## src/include/pmx_pkg.sv

```systemverilog
// constants and types shared by the parallel master port files
package pmx_pkg;

  // ----------------------------------------------------------------
  // clock and timing
  // ----------------------------------------------------------------
  localparam int CLK_PERIOD_NS = 40;
  localparam int STROBE_NS = 160;
  // least time, rounded up to whole cycles
  localparam int STROBE_CYC = (STROBE_NS + CLK_PERIOD_NS - 1) / CLK_PERIOD_NS;

  // ----------------------------------------------------------------
  // mode field encodings
  // ----------------------------------------------------------------
  localparam logic [1:0] MODE_MASTER1 = 2'h3;
  localparam logic [1:0] MODE_MASTER2 = 2'h2;
  localparam int MODE_MASTER_BIT = 1;
  localparam logic [1:0] MUX_NONE = 2'h0;
  localparam logic [1:0] MUX_PART = 2'h1;
  localparam logic [1:0] MUX_FULL = 2'h2;

  // ----------------------------------------------------------------
  // pin positions
  // ----------------------------------------------------------------
  localparam int ADDR_W = 16;
  localparam int DATA_W = 16;
  localparam int BUS_W = 8;
  localparam int PIN_LATCH_LO = 0;
  localparam int PIN_LATCH_HI = 1;
  localparam int PIN_CHIP_SEL = 14;

  // ----------------------------------------------------------------
  // request queue layout: {write, address, data}
  // ----------------------------------------------------------------
  localparam int REQ_W = 1 + ADDR_W + DATA_W;
  localparam int REQ_WR_BIT = ADDR_W + DATA_W;
  localparam int REQ_ADDR_LSB = DATA_W;
  localparam int FIFO_DEPTH = 16;
  localparam logic [BUS_W-1:0] BUS_ZERO = 8'h00;

  typedef enum logic [2:0] {
    PMX_IDLE,
    PMX_LOAD,
    PMX_LATCH_LO,
    PMX_LATCH_HI,
    PMX_DATA_LO,
    PMX_DATA_HI
  } pmx_state_e;

endpackage

```

## src/hdl/pmx_port.sv

```systemverilog
// parallel master port: pin ownership, strobes, widths and address muxing
//
// Functional notes
// RL1: set pin enable gives pin its port function; clear returns it to gpio.
// RL2: enabled address pin drives matching bit of the target address.
// RL3: enable bits of address pins zero and one gate the latch strobes.
// RL4: software should enable latch strobe pins when choosing a muxed mode.
// RL5: master mode 1 uses direction line plus separate enable strobe.
// RL6: master mode 2 uses separate read and write strobes.
// RL7: each control output has its own polarity select; here both latch strobes share pol_addr_latch.
// RL8: write strobe and enable strobe share one polarity bit.
// RL9: wide data select chooses 8 or 16 bit transfers.
// RL10: 16-bit transfer sends low byte first, byte enable on high byte.
// RL11: in master modes the mux field picks the address scheme.
// RL12: mux 00 keeps address on pins, data alone on data lines.
// RL13: mux 01 puts low address on data lines, pin zero latches.
// RL14: partial mux adds one cycle carrying the address byte.
// RL15: mux 10 puts all address on data lines, pins zero and one latch.
// RL16: full mux adds low-address cycle then high-address cycle.
// RL17: address bits used as chip select are presented as zero.
// RL18: master operation needs port enable and mode field 10 or 11.
// RL19: chip select holds through latch cycles and data, drops after.
`timescale 1ns/1ps
`default_nettype none
module pmx_port
  import pmx_pkg::*;
(
  input wire logic clk,
  input wire logic rst_n,
  // configuration
  input wire logic port_enable_bit,
  input wire logic [1:0] port_mode,
  input wire logic wide_data_select,
  input wire logic [1:0] address_mux_select,
  input wire logic chip_select_on,
  input wire logic pol_read,
  input wire logic pol_write_enable,
  input wire logic pol_byte_enable,
  input wire logic pol_addr_latch,
  input wire logic pol_chip_select,
  input wire logic byte_enable_pin_on,
  input wire logic write_strobe_pin_on,
  input wire logic read_strobe_pin_on,
  input wire logic [ADDR_W-1:0] address_pin_on,
  // request stream
  input wire logic req_valid,
  output logic req_ready,
  input wire logic req_write,
  input wire logic [ADDR_W-1:0] req_addr,
  input wire logic [DATA_W-1:0] req_data,
  output logic rd_valid,
  output logic [DATA_W-1:0] rd_data,
  output logic busy,
  // general purpose fallback values
  input wire logic [ADDR_W-1:0] gpio_addr_out,
  input wire logic [ADDR_W-1:0] gpio_addr_oe_n,
  input wire logic [2:0] gpio_ctl_out,
  input wire logic [2:0] gpio_ctl_oe_n,
  // pins
  output logic [ADDR_W-1:0] addr_pin_out,
  output logic [ADDR_W-1:0] addr_pin_oe_n,
  output logic read_strobe,
  output logic read_strobe_oe_n,
  output logic write_strobe,
  output logic write_strobe_oe_n,
  output logic byte_enable_strobe,
  output logic byte_enable_strobe_oe_n,
  input wire logic [BUS_W-1:0] parallel_data_in,
  output logic [BUS_W-1:0] parallel_data_out,
  output logic parallel_data_oe_n
);

  localparam logic [2:0] LAST_CYC = 3'(STROBE_CYC - 1);

  // ----------------------------------------------------------------
  // request queue
  // ----------------------------------------------------------------
  logic fifo_valid;
  logic fifo_pop;
  logic [REQ_W-1:0] fifo_data;

  pmx_fifo #(.WIDTH(REQ_W), .DEPTH(FIFO_DEPTH)) u_fifo (
    .clk(clk),
    .rst_n(rst_n),
    .in_valid(req_valid),
    .in_ready(req_ready),
    .in_data({req_write, req_addr, req_data}),
    .out_valid(fifo_valid),
    .out_ready(fifo_pop),
    .out_data(fifo_data)
  );

  // ----------------------------------------------------------------
  // data input synchroniser
  // ----------------------------------------------------------------
  logic [BUS_W-1:0] din_s1_q;
  logic [BUS_W-1:0] din_s2_q;
  logic [BUS_W-1:0] din_s3_q;
  logic [BUS_W-1:0] din_q;

  always_ff @(posedge clk)
  begin
    if (!rst_n)
    begin
      din_s1_q <= BUS_ZERO;
      din_s2_q <= BUS_ZERO;
      din_s3_q <= BUS_ZERO;
      din_q <= BUS_ZERO;
    end
    else
    begin
      din_s1_q <= parallel_data_in;
      din_s2_q <= din_s1_q;
      din_s3_q <= din_s2_q;
      // a change counts only once two stages agree
      if (din_s2_q == din_s3_q)
      begin
        din_q <= din_s3_q;
      end
    end
  end

  // ----------------------------------------------------------------
  // sequencer
  // ----------------------------------------------------------------
  pmx_state_e state_q;
  pmx_state_e state_d;
  logic [2:0] cnt_q;
  logic master;
  logic mux_part;
  logic mux_full;
  logic mode1;
  logic phase_done;

  // RL18: master gate
  assign master = port_enable_bit && port_mode[MODE_MASTER_BIT];
  // RL11: mux scheme pick
  assign mux_part = (address_mux_select == MUX_PART);
  assign mux_full = (address_mux_select == MUX_FULL);
  assign mode1 = (port_mode == MODE_MASTER1);
  assign phase_done = (cnt_q == LAST_CYC);
  assign fifo_pop = !busy && master && fifo_valid;

  always_comb
  begin
    state_d = state_q;
    case (state_q)
      PMX_IDLE:
      begin
        if (fifo_pop)
        begin
          state_d = PMX_LOAD;
        end
      end
      PMX_LOAD:
      begin
        // RL14: partial mux extra cycle
        // RL16: full mux two extra cycles
        if (mux_part || mux_full)
        begin
          state_d = PMX_LATCH_LO;
        end
        else
        begin
          state_d = PMX_DATA_LO;
        end
      end
      PMX_LATCH_LO:
      begin
        state_d = mux_full ? PMX_LATCH_HI : PMX_DATA_LO;
      end
      PMX_LATCH_HI:
      begin
        state_d = PMX_DATA_LO;
      end
      PMX_DATA_LO:
      begin
        // RL9: width select
        if (phase_done)
        begin
          state_d = wide_data_select ? PMX_DATA_HI : PMX_IDLE;
        end
      end
      PMX_DATA_HI:
      begin
        if (phase_done)
        begin
          state_d = PMX_IDLE;
        end
      end
      default:
      begin
        state_d = PMX_IDLE;
      end
    endcase
  end

  always_ff @(posedge clk)
  begin
    if (!rst_n)
    begin
      state_q <= PMX_IDLE;
    end
    else
    begin
      state_q <= state_d;
    end
  end

  // cycles spent inside one data phase
  always_ff @(posedge clk)
  begin
    if (!rst_n)
    begin
      cnt_q <= '0;
    end
    else if (state_d != state_q)
    begin
      cnt_q <= '0;
    end
    else if (!phase_done)
    begin
      cnt_q <= cnt_q + 1'b1;
    end
  end

  // ----------------------------------------------------------------
  // current transfer
  // ----------------------------------------------------------------
  logic xfer_wr_q;
  logic [ADDR_W-1:0] xfer_addr_q;
  logic [DATA_W-1:0] xfer_data_q;
  logic [ADDR_W-1:0] addr_eff;

  always_ff @(posedge clk)
  begin
    if (!rst_n)
    begin
      xfer_wr_q <= 1'b0;
      xfer_addr_q <= '0;
      xfer_data_q <= '0;
    end
    else if (state_q == PMX_LOAD)
    begin
      xfer_wr_q <= fifo_data[REQ_WR_BIT];
      xfer_addr_q <= fifo_data[REQ_ADDR_LSB +: ADDR_W];
      xfer_data_q <= fifo_data[DATA_W-1:0];
    end
  end

  // RL17: chip select bit zeroed
  always_comb
  begin
    addr_eff = xfer_addr_q;
    if (chip_select_on)
    begin
      addr_eff[PIN_CHIP_SEL] = 1'b0;
    end
  end

  // ----------------------------------------------------------------
  // read data capture
  // ----------------------------------------------------------------
  logic [BUS_W-1:0] rd_lo_q;
  logic [1:0] cap_lo_q;
  logic [1:0] cap_hi_q;

  // the synchroniser trails the pins by four edges, so each byte is
  // taken two edges after its phase ends, while it still stands
  always_ff @(posedge clk)
  begin
    if (!rst_n)
    begin
      rd_lo_q <= BUS_ZERO;
      rd_data <= '0;
      rd_valid <= 1'b0;
      cap_lo_q <= 2'h0;
      cap_hi_q <= 2'h0;
    end
    else
    begin
      rd_valid <= 1'b0;
      cap_lo_q <= {cap_lo_q[0], !xfer_wr_q && phase_done
                   && state_q == PMX_DATA_LO};
      cap_hi_q <= {cap_hi_q[0], !xfer_wr_q && phase_done
                   && state_q == PMX_DATA_HI};
      if (cap_lo_q[1])
      begin
        rd_lo_q <= din_q;
        if (!wide_data_select)
        begin
          rd_data <= {BUS_ZERO, din_q};
          rd_valid <= 1'b1;
        end
      end
      // RL10: high byte second
      if (cap_hi_q[1])
      begin
        rd_data <= {din_q, rd_lo_q};
        rd_valid <= 1'b1;
      end
    end
  end

  // a pending capture keeps the next transfer back
  assign busy = (state_q != PMX_IDLE) || (|cap_lo_q) || (|cap_hi_q);

  // ----------------------------------------------------------------
  // strobe activity and polarity
  // ----------------------------------------------------------------
  logic data_ph;
  logic act_cs;
  logic act_rd;
  logic act_wr;
  logic lvl_rd;
  logic lvl_wr;
  logic lvl_be;
  logic lvl_all;
  logic lvl_alh;
  logic lvl_cs;

  assign data_ph = (state_q == PMX_DATA_LO) || (state_q == PMX_DATA_HI);
  // RL19: select spans latch and data
  assign act_cs = data_ph || (state_q == PMX_LATCH_LO)
                  || (state_q == PMX_LATCH_HI);

  always_comb
  begin
    if (mode1)
    begin
      // RL5: direction plus enable
      act_rd = act_cs && !xfer_wr_q;
      act_wr = data_ph;
    end
    else
    begin
      // RL6: separate strobes
      act_rd = data_ph && !xfer_wr_q;
      act_wr = data_ph && xfer_wr_q;
    end
  end

  // RL7: per-signal polarity
  // RL8: shared write/enable polarity
  assign lvl_rd = pol_read ? act_rd : !act_rd;
  assign lvl_wr = pol_write_enable ? act_wr : !act_wr;
  assign lvl_be = pol_byte_enable
                  ? (state_q == PMX_DATA_HI) : (state_q != PMX_DATA_HI);
  assign lvl_all = pol_addr_latch
                   ? (state_q == PMX_LATCH_LO) : (state_q != PMX_LATCH_LO);
  assign lvl_alh = pol_addr_latch
                   ? (state_q == PMX_LATCH_HI) : (state_q != PMX_LATCH_HI);
  assign lvl_cs = pol_chip_select ? act_cs : !act_cs;

  // ----------------------------------------------------------------
  // address pins
  // ----------------------------------------------------------------
  logic [ADDR_W-1:0] apin_d;
  logic [ADDR_W-1:0] apin_oe_n_d;

  for (genvar i = 0; i < ADDR_W; i++)
  begin : g_apin
    always_comb
    begin
      if (!address_pin_on[i])
      begin
        // RL1: address pin fallback
        apin_d[i] = gpio_addr_out[i];
        apin_oe_n_d[i] = gpio_addr_oe_n[i];
      end
      else
      begin
        apin_oe_n_d[i] = 1'b0;
        // RL3: pin enable gates latch strobes
        // RL13: pin zero latch
        // RL15: pins zero and one latch
        if (i == PIN_LATCH_LO && (mux_part || mux_full))
        begin
          apin_d[i] = lvl_all;
        end
        else if (i == PIN_LATCH_HI && mux_full)
        begin
          apin_d[i] = lvl_alh;
        end
        else if (i == PIN_CHIP_SEL && chip_select_on)
        begin
          apin_d[i] = lvl_cs;
        end
        else
        begin
          // RL2: address bit driven
          // RL12: dedicated address pins
          apin_d[i] = addr_eff[i];
        end
      end
    end
  end

  // ----------------------------------------------------------------
  // data lines
  // ----------------------------------------------------------------
  logic [BUS_W-1:0] dout_d;
  logic doe_n_d;

  always_comb
  begin
    dout_d = BUS_ZERO;
    doe_n_d = 1'b1;
    case (state_q)
      PMX_LATCH_LO:
      begin
        // RL13: low address on data lines
        dout_d = addr_eff[BUS_W-1:0];
        doe_n_d = 1'b0;
      end
      PMX_LATCH_HI:
      begin
        // RL16: high address on data lines
        dout_d = addr_eff[ADDR_W-1:BUS_W];
        doe_n_d = 1'b0;
      end
      PMX_DATA_LO:
      begin
        // RL10: low byte first
        dout_d = xfer_data_q[BUS_W-1:0];
        doe_n_d = !xfer_wr_q;
      end
      PMX_DATA_HI:
      begin
        dout_d = xfer_data_q[DATA_W-1:BUS_W];
        doe_n_d = !xfer_wr_q;
      end
      default:
      begin
        dout_d = BUS_ZERO;
        doe_n_d = 1'b1;
      end
    endcase
  end

  // ----------------------------------------------------------------
  // pin registers
  // ----------------------------------------------------------------
  always_ff @(posedge clk)
  begin
    if (!rst_n)
    begin
      addr_pin_out <= '0;
      addr_pin_oe_n <= '1;
      parallel_data_out <= BUS_ZERO;
      parallel_data_oe_n <= 1'b1;
    end
    else
    begin
      addr_pin_out <= apin_d;
      addr_pin_oe_n <= apin_oe_n_d;
      parallel_data_out <= dout_d;
      parallel_data_oe_n <= doe_n_d;
    end
  end

  // RL1: control pins fallback
  always_ff @(posedge clk)
  begin
    if (!rst_n)
    begin
      read_strobe <= 1'b0;
      read_strobe_oe_n <= 1'b1;
      write_strobe <= 1'b0;
      write_strobe_oe_n <= 1'b1;
      byte_enable_strobe <= 1'b0;
      byte_enable_strobe_oe_n <= 1'b1;
    end
    else
    begin
      read_strobe <= read_strobe_pin_on ? lvl_rd : gpio_ctl_out[0];
      read_strobe_oe_n <= read_strobe_pin_on ? 1'b0 : gpio_ctl_oe_n[0];
      write_strobe <= write_strobe_pin_on ? lvl_wr : gpio_ctl_out[1];
      write_strobe_oe_n <= write_strobe_pin_on ? 1'b0 : gpio_ctl_oe_n[1];
      byte_enable_strobe <= byte_enable_pin_on ? lvl_be : gpio_ctl_out[2];
      byte_enable_strobe_oe_n <= byte_enable_pin_on
                                 ? 1'b0 : gpio_ctl_oe_n[2];
    end
  end

endmodule // pmx_port
`default_nettype wire

```

## src/hdl/pmx_mem.sv

```systemverilog
// small two-port storage with registered read data
`timescale 1ns/1ps
`default_nettype none
module pmx_mem
#(
  parameter int WIDTH = 8,
  parameter int DEPTH = 16,
  parameter int AW = $clog2(DEPTH)
)
(
  input wire logic clk,
  input wire logic wr_en,
  input wire logic [AW-1:0] wr_addr,
  input wire logic [WIDTH-1:0] wr_data,
  input wire logic rd_en,
  input wire logic [AW-1:0] rd_addr,
  output logic [WIDTH-1:0] rd_data
);

  logic [WIDTH-1:0] mem_q [DEPTH];

  always_ff @(posedge clk)
  begin
    if (wr_en)
    begin
      mem_q[wr_addr] <= wr_data;
    end
  end

  // no reset: contents are only read after being written
  always_ff @(posedge clk)
  begin
    if (rd_en)
    begin
      rd_data <= mem_q[rd_addr];
    end
  end

endmodule // pmx_mem
`default_nettype wire

```

## src/hdl/pmx_fifo.sv

```systemverilog
// request queue; popped word appears on out_data one cycle after the pop
`timescale 1ns/1ps
`default_nettype none
module pmx_fifo
#(
  parameter int WIDTH = 8,
  parameter int DEPTH = 16
)
(
  input wire logic clk,
  input wire logic rst_n,
  input wire logic in_valid,
  output logic in_ready,
  input wire logic [WIDTH-1:0] in_data,
  output logic out_valid,
  input wire logic out_ready,
  output logic [WIDTH-1:0] out_data
);

  localparam int AW = $clog2(DEPTH);

  logic [AW:0] wr_ptr_q;
  logic [AW:0] rd_ptr_q;
  logic push;
  logic pop;

  // honest flags from full-width pointers
  assign out_valid = (wr_ptr_q != rd_ptr_q);
  assign in_ready = (wr_ptr_q[AW-1:0] != rd_ptr_q[AW-1:0])
                    || (wr_ptr_q[AW] == rd_ptr_q[AW]);
  assign push = in_valid && in_ready;
  assign pop = out_valid && out_ready;

  always_ff @(posedge clk)
  begin
    if (!rst_n)
    begin
      wr_ptr_q <= '0;
      rd_ptr_q <= '0;
    end
    else
    begin
      if (push)
      begin
        wr_ptr_q <= wr_ptr_q + 1'b1;
      end
      if (pop)
      begin
        rd_ptr_q <= rd_ptr_q + 1'b1;
      end
    end
  end

  pmx_mem #(.WIDTH(WIDTH), .DEPTH(DEPTH)) u_mem (
    .clk(clk),
    .wr_en(push),
    .wr_addr(wr_ptr_q[AW-1:0]),
    .wr_data(in_data),
    .rd_en(pop),
    .rd_addr(rd_ptr_q[AW-1:0]),
    .rd_data(out_data)
  );

endmodule // pmx_fifo
`default_nettype wire

```

## config.mk

```make
export PLATFORM = sky130hd
export DESIGN_NAME = pmx_port
export DESIGN_NICKNAME = d
export VERILOG_FILES = /design/src/include/pmx_pkg.sv /design/src/hdl/pmx_port.sv /design/src/hdl/pmx_mem.sv /design/src/hdl/pmx_fifo.sv
export SDC_FILE = /design/constraint.sdc
export NUM_CORES = 1
export LEC_CHECK = 0
export ABC_CLOCK_PERIOD_IN_PS = 7600
export BUFFER_PORTS_ARGS = -buffer_cell sky130_fd_sc_hd__buf_2
export CORE_UTILIZATION = 30
export DETAILED_ROUTE_END_ITERATION = 6
export GPL_ROUTABILITY_DRIVEN = 0
export SYNTH_ARGS = -nofsm -noshare
export SYNTH_HDL_FRONTEND = slang
export SYNTH_SLANG_ARGS = --single-unit
```

## constraint.sdc

```tcl
create_clock -name clk -period 7.6 [get_ports clk]
set_clock_uncertainty 0.15 [all_clocks]
set_input_delay 1.52 -clock clk [delete_from_list [all_inputs] [get_ports clk]]
set_output_delay 1.52 -clock clk [all_outputs]
set_load 0.03 [all_outputs]
```

# Word level (Yosys, flattened, before mapping)
# Memory sizes are Yosys's and may differ from the RTL's. A register that Yosys moved wholly into a read port is not among the register bits.
# Index checks and enable logic that the tools add are counted.
# op_classes
addsub,3
eq_ne,18
mux,67
n_bitwise,1
n_reduce_logical,32
# ops
op,n
1-bit two-way mux,55
16-bit two-way mux,3
8-bit one-hot mux with 4 select lines,1
3-bit two-way mux,6
3-bit one-hot mux with 6 select lines,1
1-bit logical AND,11
5-bit by 1-bit adder with 5-bit output (second input constant),2
2-bit OR reduction,5
3-bit by 2-bit == test with 1-bit output (second input constant),3
8-bit == test,1
1-bit logical OR,7
3-bit == test (second input constant),2
3-bit by 2-bit inequality test with 1-bit output (second input constant),2
1-bit logical NOT,5
5-bit inequality test,1
2-bit == test (second input constant),2
4-bit inequality test,1
3-bit by 1-bit adder with 3-bit output (second input constant),1
3-bit by 1-bit == test with 1-bit output (second input constant),1
3-bit logical NOT,1
3-bit inequality test,1
3-bit inequality test (second input constant),1
3-bit nonzero test,1
2-bit by 1-bit == test with 1-bit output (second input constant),1
other kinds (6),6
# totals
regBits,157
mem_bits_rw,528
in_bits,113
out_inout_bits,66
word_cells,148
n_memories,1
# memory_table
memory,depth,word_bits,read_ports,rd_clocked_by_memory_dff,write_ports,line,source
u_fifo.u_mem.mem_q,16,33,1,1,1,pmx_mem.sv:20,logic [WIDTH-1:0] mem_q [DEPTH];

# Logic depth before layout (Yosys ltp)
# depth
depth_word,10
mapped_depth,7
depth_no_buf,6

# Hierarchy
# A second synthesis with hierarchy kept.
# unflattened
hier_cells,1525
area_unflattened_um2,27088.5
# modules_own_cells
mod,instances,cells_per_inst,area_per_inst_um2,seq_area_each_um2
pmx_mem,1,864,20961.4,16846.2
pmx_port,1,588,5499.0,2942.8
pmx_fifo,1,73,628.1,200.2

# Worst setup path after synthesis
# OpenSTA, ideal clock, no wires.
# synth_timing
path_kind,input -> register
startpoint,input req_valid
endpoint,"memory u_fifo.u_mem.mem_q[15][0] in the netlist's numbering, enable pin"
setup_time_ns,0.438
t_arrival_ns,3.296
t_required_ns,7.012
slack_ns,3.717
path_stages,2
path_buffers,0
cell_sequence,nand3_1 > a21oi_1
# synth_via
elab_chain_cells,3
# synth_rtl
item,line,source
start: declaration,pmx_port.sv:46,"input wire logic req_valid,"
1-bit logical AND,pmx_fifo.sv:31,assign push = in_valid && in_ready;
1-bit two-way mux,pmx_mem.sv:24,if (wr_en)
1-bit two-way mux (implied by the code),pmx_mem.sv:26,mem_q[wr_addr] <= wr_data;
end: declaration,pmx_mem.sv:20,
# Every way passes these cells.

# Final worst setup path
# layout_timing
startpoint,register u_fifo.rd_ptr_q[3]
endpoint,output req_ready
# layout_via
elab_chain_cells,2
# layout_rtl
item,line,source
start: declaration,pmx_fifo.sv:23,logic [AW:0] rd_ptr_q;
start signal: assignment,pmx_fifo.sv:49,rd_ptr_q <= rd_ptr_q + 1'b1;
4-bit inequality test,pmx_fifo.sv:29,assign in_ready = (wr_ptr_q[AW-1:0] != rd_ptr_q[AW-1:0])
1-bit logical OR,pmx_fifo.sv:30,|| (wr_ptr_q[AW] == rd_ptr_q[AW]);
end: declaration,pmx_port.sv:47,"output logic req_ready,"
# Every way passes these cells.

==> impl_results.md <==
- Via density: 4.73
- Hold EP: din_s2_q[5]$_SDFF_PN0_
- CTS tree: yes
- IO Count: 179
- Global-route wire length before repair: 90400 um
- Average instance area after synthesis: 17.6 sq um
- Die H: 304 um
- Crit path kind: reg -> out
- Critical Path End Type: primary output
- Layout cell share with drive strength beyond 1: 25.7%
- Area grow syn2layout: 16.1%
- Net Count, Synth: 1676
- Largest net degree at the start of global routing: 91
- Cts hold-fix bufs: 0
- Post-Syn Instances: 1555
- Slew margin rel.: 22.8%
- Nets: 1850
- Die W: 304 um
- Iteration-0 DRC Markers: 979
- Final cell count without fillers: 2963
- Setup violators final: 0
- IR drop worst, VDD: 0.000150 V
- Crit path DAT: 2740 ps
- Initial antenna violation count: 15
- Worst-path cell chain: xor2_1 > nor4_4 > nand2_1 > buf_2
- Crit path depth: 4
- Ys async rst share: 0%
- Sequential share of the synthesized area: 72.9%
- Post-synth EDFFs: 561
- Count of cell types in the netlist: 53
- Startpoint Class: register
- Slowest-stage cell, CP: dfxtp_2
- Worst reg2reg setup slack: 4060 ps
- Critical R2R Launch: u_fifo.rd_ptr_q[3]$_SDFFE_PN0P_
- Vias in the first global route: 14800
- Critical R2R Capture: u_fifo.u_mem.mem_q[10][17]$_DFFE_PP_
- Final global-route overflow total: 0
- Leak Pwr: 0.0103 uW
- MaxCap Viol Count: 0
- Final Instance Area: 0.0318 sq mm
- Dpl hpwl: 34900 um
- Fin crit period: 4410 ps
- CP top delay family: flip-flops
- Core footprint: 0.0903 sq mm
- Maximum clock rate: 0.227 GHz
- Hold Path Origin: din_s1_q[5]$_SDFF_PN0_
- Via count: 14000
- Buf+Inv Stages, Crit Path: 1
- Post-DP Area: 0.0294 sq mm
- Die outline area: 0.0927 sq mm
- RSZ-0062 raised after global routing: false
- Period utilization: 58.0%
- CTS Sinks: 718
- Total GRT Usage: 12.8%
- Clk Latency, worst-skew pair: 610 ps
- Outcome: finished clean
- DP Cell Count: 2827
- Crit-path max FO: 33
- Antenna-violating nets left: 0
- First drt pass iteration count: 5
- CTS Buf Count: 75
- Least-Margin Pin Slew: 1160 ps
- Routed WL: 58800 um
- CTS clk-pin slew, worst paths: 60 ps
- Most common cell after layout, fill and taps aside: edfxtp_1
- Final core occ: 35.3%
- Root buf cell: clkbuf_16
- FP Rows: 110
- Post-CTS Setup Bufs: 0
- FF-to-FF path depth: 4
- Hold depth: 1
- Post-Route Setup TNS: 0 ps
- Most frequent cells in the layout: edfxtp_1, buf_2, dfxtp_1, mux4_2, a21oi_1
- Hold Crit Class: reg -> reg
- Ys flop type: edfxtp_1
- Worst Path Required: 5930 ps
- N_diodes: 0
- Max incr delay on CP: 890 ps
- Fin. Hold Viols: 0
- Fillers: 8464
- Post-Syn Area: 0.0274 sq mm
- PwrDens: 265 mW/mm^2
- IO buf count: 178
- Power after layout: 8430 uW
- Synth Register Bits: 718
- Initial Utilization: 30.4%
- WL per Instance: 19.9 um
- Deepest clock path buffer count: 3
- DR DRC count: 0
- Multi-input logic area: 0.00682 sq mm
- Post-CTS sizing: 0
- Storage element area: 0.0200 sq mm
- Slew Limit Fails: 0
- Synth warnings: 0
- H-tree levels: 3
-- registers in the layout (all words and copies together) (netlist names), 3 cells and up --
signal,flops
u_fifo.u_mem.mem_q,528
u_fifo.u_mem.rd_data,33
addr_pin_oe_n,16
addr_pin_out,16
rd_data,16
xfer_addr_q,16
xfer_data_q,16
din_q,8
din_s1_q,8
din_s2_q,8
din_s3_q,8
parallel_data_out,8
rd_lo_q,8
u_fifo.rd_ptr_q,5
u_fifo.wr_ptr_q,5
cnt_q,3
state_q,3
-- where the power goes --
part	leakage, uW	internal, uW	switching [uW]
clock network	0.00121	2140	1480
logic	0.00276	185	274
registers	0.00635	4310	35.7
-- cell type report --
| class | instances | area share, % |
|---|---|---|
| multi-input cells | 715 | 21.4 |
| clock buffers | 94 | 6.51 |
| clock inverters | 41 | 1.17 |
| repair buffers | 189 | 3.12 |
| flip-flops and latches | 718 | 62.8 |
| inverters | 30 | 0.361 |
| well taps | 1176 | 4.62 |
-- per-layer routing --
metal	GRT usage [%]	routed length (um)
met1	16.8	26300
met2	20.9	28100
met3	3.01	3260
met4	3.71	1070
met5	0	118
-- synthesized netlist by cell type (2+ instances only) --
| master | count | area [sq um] |
|---|---|---|
| nor2b_1 | 38 | 238 |
| buf_4 | 10 | 75.1 |
| inv_1 | 28 | 105 |
| mux4_1 | 15 | 394 |
| nor3b_1 | 2 | 15.0 |
| nand2b_1 | 14 | 87.6 |
| buf_1 | 4 | 15.0 |
| clkbuf_1 | 48 | 180 |
| or3_1 | 3 | 18.8 |
| o22a_1 | 5 | 43.8 |
| a21oi_1 | 89 | 445 |
| buf_6 | 6 | 67.6 |
| ha_1 | 8 | 100 |
| nand4_1 | 5 | 31.3 |
| a31oi_1 | 4 | 25.0 |
| mux4_2 | 117 | 2640 |
| a32oi_1 | 4 | 35.0 |
| nand2_1 | 86 | 323 |
| o21ai_0 | 35 | 175 |
| and2_1 | 27 | 169 |
| mux2i_1 | 82 | 821 |
| nor4bb_1 | 3 | 30.0 |
| a221oi_1 | 2 | 17.5 |
| nor2_1 | 52 | 195 |
| xor2_2 | 2 | 32.5 |
| buf_12 | 6 | 120 |
| a211oi_2 | 9 | 113 |
| a22oi_1 | 8 | 60.1 |
| and3_1 | 13 | 81.3 |
| buf_2 | 18 | 90.1 |
| and4b_1 | 4 | 40.0 |
| nor3_1 | 6 | 30.0 |
| a211oi_1 | 36 | 270 |
| and4_1 | 2 | 17.5 |
| xor2_1 | 5 | 43.8 |
| nand3_1 | 15 | 75.1 |
| o211ai_1 | 2 | 15.0 |
| dfxtp_1 | 157 | 3140 |
| edfxtp_1 | 561 | 16800 |
| xnor2_1 | 11 | 96.3 |
-- through the flow --
stage | hold WS, ps | setup WS, ps
floorplan | 262 | 3720
global placement | 276 | 3810
CTS | 289 | 3150
detailed placement | 276 | 3720
finish | 284 | 3190
global route | 298 | 3040
-- how the worst max path moves through the flow --
stage                                     from  slack (ps)                                   to
6_report       u_fifo.rd_ptr_q[3]$_SDFFE_PN0P_        3190                            req_ready
5_1_grt        u_fifo.rd_ptr_q[3]$_SDFFE_PN0P_        3040                            req_ready
4_1_cts        u_fifo.rd_ptr_q[3]$_SDFFE_PN0P_        3150                            req_ready
3_5_place_dp                         req_valid        3720  u_fifo.u_mem.mem_q[8][20]$_DFFE_PP_
3_3_place_gp                         req_valid        3810  u_fifo.u_mem.mem_q[8][28]$_DFFE_PP_
2_1_floorplan                        req_valid        3720  u_fifo.u_mem.mem_q[15][0]$_DFFE_PP_
-- kinds of logic (layout without fill, tap and decap cells) --
kind of cell,Yosys count,in the layout,share of synthesized area (%)
DFF,718,718,72.9
AOI/OAI and AO/OA,200,200,4.59
buffers and inverters,122,354,2.42
adders and majority gates,8,8,0.365
and+or+nand+nor,275,275,5.11
xor gates and xnor gates,18,18,0.629
muxes,214,214,14.0
Note: power is estimated with default switching activity, not from simulation.
